File: src/pkg/fsh_pkg.sv
/*
  Constants, opcodes and state codes for the serial flash command block.
  Assumes a single system clock domain that oversamples the serial link.
*/
package fsh_pkg;

  localparam int ADDR_BITS = 24;
  localparam int BYTE_BITS = 8;
  localparam logic [7:0] OPC_FAST_READ = 8'h0b;
  localparam logic [7:0] OPC_JEDEC_ID  = 8'h9f;
  localparam logic [7:0] OPC_ADDR_ID   = 8'h90;
  localparam logic [7:0] OPC_SIG_ID    = 8'hab;
  localparam logic [7:0] OPC_LATCH_SET = 8'h06;
  localparam logic [7:0] OPC_LATCH_CLR = 8'h04;
  localparam logic [7:0] OPC_PAR_ENTER = 8'h55;
  localparam logic [7:0] OPC_PAR_EXIT  = 8'h45;
  localparam logic [2:0] JEDEC_LEN_SER = 3'h5;
  localparam logic [2:0] JEDEC_LEN_PAR = 3'h3;
  localparam logic [4:0] LAST_BYTE_BIT = 5'h07;
  localparam logic [4:0] LAST_ADDR_BIT = 5'h17;
  localparam int STAT_BUSY_BIT  = 0;
  localparam int STAT_LATCH_BIT = 1;
  localparam logic [7:0] BYTE_RST = 8'h00;

  typedef enum logic [2:0] {
    ST_IDLE   = 3'b000,
    ST_OPCODE = 3'b001,
    ST_ADDR   = 3'b010,
    ST_DUMMY  = 3'b011,
    ST_DATA   = 3'b100,
    ST_IGNORE = 3'b101
  } fsh_state_t;

endpackage

File: src/hdl/fsh_cmd_core.sv
/*
  Serial flash command interpreter: fast array read, two identification
  reads, write enable latch set and clear, parallel mode entry and exit.
  Assumes the serial clock runs at no more than an eighth of clk_sys and
  that the array answers mem_addr with mem_data within one clk_sys cycle.
*/
`timescale 1ns/1ps
module fsh_cmd_core #(
  parameter logic [7:0] ID_MANUF  = 8'h5a, // Arbitrary value.
  parameter logic [7:0] ID_DEV0   = 8'hc3, // Arbitrary value.
  parameter logic [7:0] ID_DEV1   = 8'h3c, // Arbitrary value.
  parameter logic [7:0] ID_EXT0   = 8'ha5, // Arbitrary value.
  parameter logic [7:0] ID_EXT1   = 8'h96, // Arbitrary value.
  parameter logic [7:0] ID_ADDRD  = 8'h69  // Arbitrary value.
) (
  // Clock and reset.
  input  wire logic                           clk_sys,
  input  wire logic                           nrst,
  // Link pins, serial and byte-wide.
  input  wire logic                           sck,
  input  wire logic                           cs_n,
  input  wire logic                           si,
  output logic                                so,
  output logic                                so_oe,
  output logic [fsh_pkg::BYTE_BITS-1:0]       parallel_out_bus,
  output logic                                par_oe,
  // Memory array read port.
  output logic [fsh_pkg::ADDR_BITS-1:0]       mem_addr,
  input  wire logic [fsh_pkg::BYTE_BITS-1:0]  mem_data,
  // Write engine status.
  input  wire logic                           operation_busy_flag,
  input  wire logic                           op_done,
  // Device state.
  output logic                                write_enable_latch,
  output logic                                parallel_mode,
  output logic                                standby,
  output logic [1:0]                          status_bits
);

  import fsh_pkg::*;

  // ******************************************************************
  // Link sampling
  // ******************************************************************
  logic [2:0] sync_q;
  logic       sck_q;
  logic       cs_n_q;
  logic       sck_s;
  logic       cs_n_s;
  logic       si_s;
  logic       sck_rise;
  logic       sck_fall;
  logic       cs_fall;
  logic       cs_rise;

  fsh_sync #(.WIDTH(3)) u_sync (
    .clk_sys  (clk_sys),
    .nrst     (nrst),
    .async_in ({si, ~cs_n, sck}),
    .sync_out (sync_q)
  );

  // Select is synchronised active high so reset reads as deselected.
  assign sck_s    = sync_q[0];
  assign cs_n_s   = ~sync_q[1];
  assign si_s     = sync_q[2];
  assign sck_rise = sck_s & ~sck_q & ~cs_n_s;
  assign sck_fall = ~sck_s & sck_q & ~cs_n_s;
  assign cs_fall  = ~cs_n_s & cs_n_q;
  assign cs_rise  = cs_n_s & ~cs_n_q;

  // Previous levels for edge detection.
  always_ff @(posedge clk_sys or negedge nrst)
  begin
    if (!nrst)
    begin
      sck_q  <= 1'b0;
      cs_n_q <= 1'b1;
    end
    else
    begin
      sck_q  <= sck_s;
      cs_n_q <= cs_n_s;
    end
  end

  // ******************************************************************
  // Command sequencing
  // ******************************************************************
  fsh_state_t state;
  logic [4:0] cnt;
  logic [7:0] in_sr;
  logic [7:0] opcode;
  logic [7:0] in_byte;
  logic [2:0] bit_mod;
  logic       whole_byte;
  logic       id_seen;
  logic       byte_ok;

  assign in_byte = {in_sr[6:0], si_s};
  assign byte_ok = whole_byte && (bit_mod == 3'h0);

  // Input shift register, msb first on rising edges.
  always_ff @(posedge clk_sys or negedge nrst)
  begin
    if (!nrst)
      in_sr <= BYTE_RST;
    else if (sck_rise)
      in_sr <= in_byte;
  end

  // Clock count modulo eight, for the byte boundary check at deselect.
  always_ff @(posedge clk_sys or negedge nrst)
  begin
    if (!nrst)
    begin
      bit_mod    <= 3'h0;
      whole_byte <= 1'b0;
    end
    else if (cs_fall)
    begin
      bit_mod    <= 3'h0;
      whole_byte <= 1'b0;
    end
    else if (sck_rise)
    begin
      bit_mod <= bit_mod + 3'h1;
      if (bit_mod == 3'h7)
        whole_byte <= 1'b1;
    end
  end

  // Main sequencer; chip select rising ends any sequence at once.
  always_ff @(posedge clk_sys or negedge nrst)
  begin
    if (!nrst)
    begin
      state   <= ST_IDLE;
      cnt     <= 5'h00;
      opcode  <= BYTE_RST;
      id_seen <= 1'b0;
    end
    else if (cs_n_s)
    begin
      state <= ST_IDLE;
      cnt   <= 5'h00;
    end
    else if (cs_fall)
    begin
      state   <= ST_OPCODE;
      cnt     <= 5'h00;
      opcode  <= BYTE_RST;
      id_seen <= 1'b0;
    end
    else if (sck_rise)
    begin
      cnt <= cnt + 5'h01;
      unique case (state)
        ST_OPCODE:
        begin
          if (cnt == LAST_BYTE_BIT)
          begin
            opcode <= in_byte;
            cnt    <= 5'h00;
            state  <= ST_IGNORE;
            if (in_byte == OPC_FAST_READ && !operation_busy_flag
                && !parallel_mode)
              state <= ST_ADDR;
            else if (in_byte == OPC_ADDR_ID)
            begin
              state   <= ST_ADDR;
              id_seen <= 1'b1;
            end
            else if (in_byte == OPC_JEDEC_ID && !operation_busy_flag)
            begin
              state   <= ST_DATA;
              id_seen <= 1'b1;
            end
            else if (in_byte == OPC_SIG_ID)
              id_seen <= 1'b1;
          end
        end
        ST_ADDR:
        begin
          if (cnt == LAST_ADDR_BIT)
          begin
            cnt   <= 5'h00;
            state <= (opcode == OPC_FAST_READ) ? ST_DUMMY : ST_DATA;
          end
        end
        ST_DUMMY:
        begin
          if (cnt == LAST_BYTE_BIT)
          begin
            cnt   <= 5'h00;
            state <= ST_DATA;
          end
        end
        ST_DATA:
          cnt <= {2'b00, cnt[2:0] + 3'h1};
        ST_IGNORE:
          cnt <= 5'h00;
        ST_IDLE:
          cnt <= 5'h00;
      endcase
    end
  end

  // ******************************************************************
  // Output data path
  // ******************************************************************
  logic [23:0] addr_sr;
  logic [2:0]  jedec_idx;
  logic        id_sel;
  logic [7:0]  out_sr;
  logic [7:0]  next_byte;
  logic [2:0]  jedec_len;
  logic        load;

  assign jedec_len = parallel_mode ? JEDEC_LEN_PAR : JEDEC_LEN_SER;
  // A new byte is due on every fall in parallel mode, else every eighth.
  assign load = (state == ST_DATA) && sck_fall
                && (parallel_mode || cnt[2:0] == 3'h0);

  // Byte selection for the running command.
  always_comb
  begin
    next_byte = BYTE_RST;
    if (opcode == OPC_FAST_READ)
      next_byte = mem_data;
    else if (opcode == OPC_ADDR_ID)
      next_byte = id_sel ? ID_ADDRD : ID_MANUF;
    else if (jedec_idx < jedec_len)
    begin
      unique case (jedec_idx)
        3'h0: next_byte = ID_MANUF;
        3'h1: next_byte = ID_DEV0;
        3'h2: next_byte = ID_DEV1;
        3'h3: next_byte = ID_EXT0;
        default: next_byte = ID_EXT1;
      endcase
    end
  end

  // Address capture and read address advance.
  always_ff @(posedge clk_sys or negedge nrst)
  begin
    if (!nrst)
    begin
      addr_sr  <= 24'h000000;
      mem_addr <= 24'h000000;
    end
    else if (sck_rise && state == ST_ADDR)
    begin
      addr_sr <= {addr_sr[22:0], si_s};
      if (cnt == LAST_ADDR_BIT)
        mem_addr <= {addr_sr[22:0], si_s};
    end
    else if (load && opcode == OPC_FAST_READ)
      mem_addr <= mem_addr + 24'h000001;
  end

  // Identification sequencing; 90h toggles forever from bit 0.
  always_ff @(posedge clk_sys or negedge nrst)
  begin
    if (!nrst)
    begin
      jedec_idx <= 3'h0;
      id_sel    <= 1'b0;
    end
    else if (cs_fall)
      jedec_idx <= 3'h0;
    else if (sck_rise && state == ST_ADDR && cnt == LAST_ADDR_BIT)
      id_sel <= si_s;
    else if (load)
    begin
      id_sel <= ~id_sel;
      if (jedec_idx < JEDEC_LEN_SER)
        jedec_idx <= jedec_idx + 3'h1;
    end
  end

  // Serial and parallel data change only on falling clock edges; enables drop outside ST_DATA.
  always_ff @(posedge clk_sys or negedge nrst)
  begin
    if (!nrst)
    begin
      out_sr           <= BYTE_RST;
      so_oe            <= 1'b0;
      parallel_out_bus <= BYTE_RST;
      par_oe           <= 1'b0;
    end
    else if (state != ST_DATA)
    begin
      so_oe  <= 1'b0;
      par_oe <= 1'b0;
    end
    else if (load && parallel_mode)
    begin
      parallel_out_bus <= next_byte;
      par_oe           <= 1'b1;
    end
    else if (load)
    begin
      out_sr <= next_byte;
      so_oe  <= 1'b1;
    end
    else if (sck_fall && !parallel_mode)
      out_sr <= {out_sr[6:0], 1'b0};
  end

  assign so = out_sr[7];

  // ******************************************************************
  // Device state flags
  // ******************************************************************
  logic latch_set;
  logic latch_clr;

  assign latch_set = cs_rise && byte_ok && opcode == OPC_LATCH_SET;
  assign latch_clr = (cs_rise && byte_ok && opcode == OPC_LATCH_CLR)
                     || op_done;

  // Write enable latch; a set in the same cycle as a clear wins.
  always_ff @(posedge clk_sys or negedge nrst)
  begin
    if (!nrst)
      write_enable_latch <= 1'b0;
    else if (latch_set)
      write_enable_latch <= 1'b1;
    else if (latch_clr)
      write_enable_latch <= 1'b0;
  end

  // Parallel mode flag.
  always_ff @(posedge clk_sys or negedge nrst)
  begin
    if (!nrst)
      parallel_mode <= 1'b0;
    else if (cs_rise && byte_ok && opcode == OPC_PAR_ENTER)
      parallel_mode <= 1'b1;
    else if (cs_rise && byte_ok && opcode == OPC_PAR_EXIT)
      parallel_mode <= 1'b0;
  end

  // Standby after an identification command from deselect, cleared on reselect.
  always_ff @(posedge clk_sys or negedge nrst)
  begin
    if (!nrst)
      standby <= 1'b0;
    else if (cs_rise && id_seen)
      standby <= 1'b1;
    else if (cs_fall)
      standby <= 1'b0;
  end

  // Low status bits: busy from the write engine, and the latch.
  always_ff @(posedge clk_sys or negedge nrst)
  begin
    if (!nrst)
      status_bits <= 2'b00;
    else
    begin
      status_bits[STAT_BUSY_BIT]  <= operation_busy_flag;
      status_bits[STAT_LATCH_BIT] <= write_enable_latch;
    end
  end
endmodule // fsh_cmd_core

File: src/hdl/fsh_sync.sv
/*
  Two-stage synchroniser for a group of independent level inputs.
  Assumes each bit is a slow level from outside the clk_sys domain.
*/
`timescale 1ns/1ps
module fsh_sync #(
  parameter int WIDTH = 1
) (
  // Clock and reset.
  input  wire logic             clk_sys,
  input  wire logic             nrst,
  // Asynchronous levels in, synchronised levels out.
  input  wire logic [WIDTH-1:0] async_in,
  output logic      [WIDTH-1:0] sync_out
);

  logic [WIDTH-1:0] meta;

  // The first stage feeds only the second stage.
  always_ff @(posedge clk_sys or negedge nrst)
  begin
    if (!nrst)
    begin
      meta     <= '0;
      sync_out <= '0;
    end
    else
    begin
      meta     <= async_in;
      sync_out <= meta;
    end
  end

endmodule // fsh_sync

File: config.mk
export PLATFORM = sky130hd
export DESIGN_NAME = fsh_cmd_core
export DESIGN_NICKNAME = d
export VERILOG_FILES = /design/src/pkg/fsh_pkg.sv /design/src/hdl/fsh_cmd_core.sv /design/src/hdl/fsh_sync.sv
export SDC_FILE = /design/constraint.sdc
export NUM_CORES = 1
export LEC_CHECK = 0
export BUFFER_PORTS_ARGS = -buffer_cell sky130_fd_sc_hd__buf_2
export CAP_MARGIN = 40
export CORE_ASPECT_RATIO = 1.2
export CORE_MARGIN = 8
export CORE_UTILIZATION = 32
export CTS_CLUSTER_SIZE = 16
export DETAILED_ROUTE_END_ITERATION = 16
export SLEW_MARGIN = 20
export SYNTH_ARGS = -nofsm -noshare
export SYNTH_HDL_FRONTEND = slang
export SYNTH_SLANG_ARGS = --single-unit
File: constraint.sdc
create_clock -name clk_sys -period 3.6 [get_ports clk_sys]
set_input_delay 0.54 -clock clk_sys [delete_from_list [all_inputs] [get_ports clk_sys]]
set_output_delay 0.54 -clock clk_sys [all_outputs]
set_load 0.02 [all_outputs]
==> qor.txt <==
Synth Instances -> 591
gpl congestion -> 0.840
crit-path max FO -> 20
power per cell area -> 398 mW/mm^2
clock network fraction of design power -> 42.5%
CTS clock-pin slew for the worst setup and hold paths -> 70 ps
largest family of logic cells by synthesized area -> simple AND/OR/NAND/NOR gates
CP Data Arrival Time -> 2840 ps
layout cell share with drive strength beyond 1 -> 16.9%
initial antenna violation count -> 0
via count -> 4508
final net count -> 661
RSZ-0062 raised after global routing -> no
clock sinks -> 110
Slew Viols, Final -> 0
Max Cap Viol -> 0
Synth Area in Simple Gates -> 21.3%
commonest non-fill, non-tap cell in the layout -> nand2_1
clk buf depth -> 2
Rows -> 53
Multi-input gate area -> 0.00265 sq mm
syn_nets -> 619
Synth cell types -> 70
cell-internal power -> 1.98 mW
fraction of the yosys area taken by sequential cells -> 49.0%
drc violations -> 0
area share of fa/ha/maj cells after synthesis -> 2.89%
Inserted Diodes -> 0
worst stage delay on the critical path -> 770 ps
P_leak -> 2.98 nW
Crit path required time -> 3830 ps
Seq pwr share -> 52.4%
H-tree Lvls -> 3
mean post-synth cell area -> 9.51 sq um
placed insts -> 842
port bufs -> 54
initial detailed-routing violation count -> 376
post-detail-place hpwl -> 9690 microns
HP Class -> in2async
VDD IR-drop max -> 215 uV
Worst Skew -> 7.53 ps
post-synthesis xor/xnor area fraction -> 0.467%
Startpoint Class -> flip-flop
Period Utilization, post-route -> 72.4%
CP cell instances -> nor3b_4 > o211ai_2 > o31ai_4 > o21ai_1 > a22o_1
Compound-Gate Fraction of Synth Area -> 18.6%
Main synth FF type -> dfrtp_1
pre-CTS WS -> 1010 ps
Final ANT Viol Nets -> 0
pin count of the biggest net entering global routing -> 49
first-pass GRT wire length -> 22500 microns
die width -> 137 microns
Tmin final -> 2610 ps
most frequent cells in the layout -> nand2_1, dfrtp_1, buf_2
switch share -> 22.3%
TritonCTS clock tree -> yes
path type of the worst setup path -> reg2reg
Worst Setup End Kind -> flip-flop
DRT Pass-1 Iters -> 5
synthesized area -> 0.00562 sq mm
status -> finished, final reports clean
Gate power share -> 5.1%
drt total wl -> 13500 microns
Final Hold Viols -> 0
setup ws final -> 992 ps
YS warnings -> 0
FF+latch area -> 0.00275 sq mm
Final setup viols -> 0
Total GRT Usage -> 12.5%
postcts setup bufs -> 0
Layout area overhead -> 14.0%
Post-CTS Resized -> 0
hold_buf cts -> 0
setup total negative slack -> 0 ps
grt total ovfl -> 0
vias in the first global route -> 4562
number of flops mapped to enable cells by yosys -> 0
Worst Max-Slew Pin Slew -> 874 ps
Post-Layout Cell Count -> 858
Vias per Instance -> 5.25
per-cell routed wire length -> 15.7 microns
Core ar. -> 0.0174 sq mm
Net Switching -> 0.569 mW
Die ar. -> 0.0221 sq mm
Slowest-stage cell, CP -> o31ai_4
Max Clock Freq -> 383 MHz
clock insertion delay at the later pin of the skew report -> 340 ps
starting density of the core -> 32.4%
root buffer cell -> clkbuf_16
Die Ht -> 161 microns
IO Count -> 55
ys async rst share -> 100%
fillers -> 1719
mux cell area share after synthesis -> 3.78%
TritonCTS buffer count -> 9
register bit total from synthesis -> 110
Slew HR -> 41.8%
registers in the layout, summed over array words and instances (netlist names), 2 cells and up:
signal,cells
addr_sr,23
bit_mod,3
cnt,5
in_sr,7
jedec_idx,3
mem_addr,24
opcode,8
out_sr,8
parallel_out_bus,8
state,3
status_bits,2
u_sync.meta,3
u_sync.sync_out,3
path summary, 6_finish.rpt:
kind,from,end,slack [ps],depth (start not counted)
max reg2reg,state[0],mem_addr[10],990,5
min,nrst,u_sync.meta[0],200,1
max,state[0],mem_addr[10],990,5
min in group clk_sys,sck,u_sync.meta[0],300,1
min reg2reg,u_sync.meta[2],u_sync.sync_out[2],350,0
max in group asynchronous,nrst,cs_n_q,2520,2
worst max-delay path, delay by kind of cell (launching register included):
family          cells  cell delay, ps
flops               1             580
simple gates        1             410
compound gates      4            1500
cell type report:
type / count / share of cell area [%]
repair buffers: 61 / 5.27
clock buffers: 12 / 4.00
clock inverters: 4 / 1.09
inverters: 16 / 0.938
multi-input cells: 435 / 41.4
flip-flops and latches: 110 / 43.0
well taps: 220 / 4.30
routing by layer:
metal  vias up  global-route usage [%]  part of all wire [%]
met2        92                    20.5                    49
met3        20                    2.70                   4.2
met1      2207                    15.2                    45
met5         -                       0                     0
met4         0                    5.59                   2.1
li1       2189                       -                     -
per-stage QoR:
step	hold slack, ps	utilization (%)	instance area (sq um)	power, mW
4_1_cts	235	36.9	6410	2.58
5_1_grt	247	36.9	6410	2.65
3_3_place_gp	332	34.9	6060	1.49
3_5_place_dp	342	35.0	6080	1.50
2_1_floorplan	244	-	5620	1.42
6_report	201	36.9	6410	2.55
power by group through the flow:
stage	Clock (mW)	Sequential, mW	Combinational (mW)
6_report	1.08	1.34	0.130
3_5_place_dp	0	1.36	0.135
3_3_place_gp	0	1.36	0.130
5_1_grt	1.16	1.35	0.149
2_1_floorplan	0	1.34	0.0805
4_1_cts	1.11	1.34	0.135
kinds of logic after synthesis:
group,count (synthesis)
simple gates,245
xor+xnor,3
fa+ha+maj,13
compound gates,154
buf+inv,46
flops,110
mux,20
synthesized netlist by cell type, drive strengths merged (9+ instances only):
| cell type | count | area share (%) |
|---|---|---|
| a21oi | 35 | 3.4 |
| buf | 20 | 2.2 |
| clkbuf | 10 | 0.67 |
| dfrtp | 109 | 49 |
| ha | 13 | 2.9 |
| inv | 16 | 1.1 |
| mux2 | 10 | 2.0 |
| mux2i | 10 | 1.8 |
| nand2 | 117 | 7.8 |
| nand2b | 9 | 1.0 |
| nand3 | 19 | 1.7 |
| nand4 | 11 | 1.3 |
| nor2 | 40 | 2.7 |
| o21ai | 48 | 4.3 |
(Power assumes the default switching activity.)
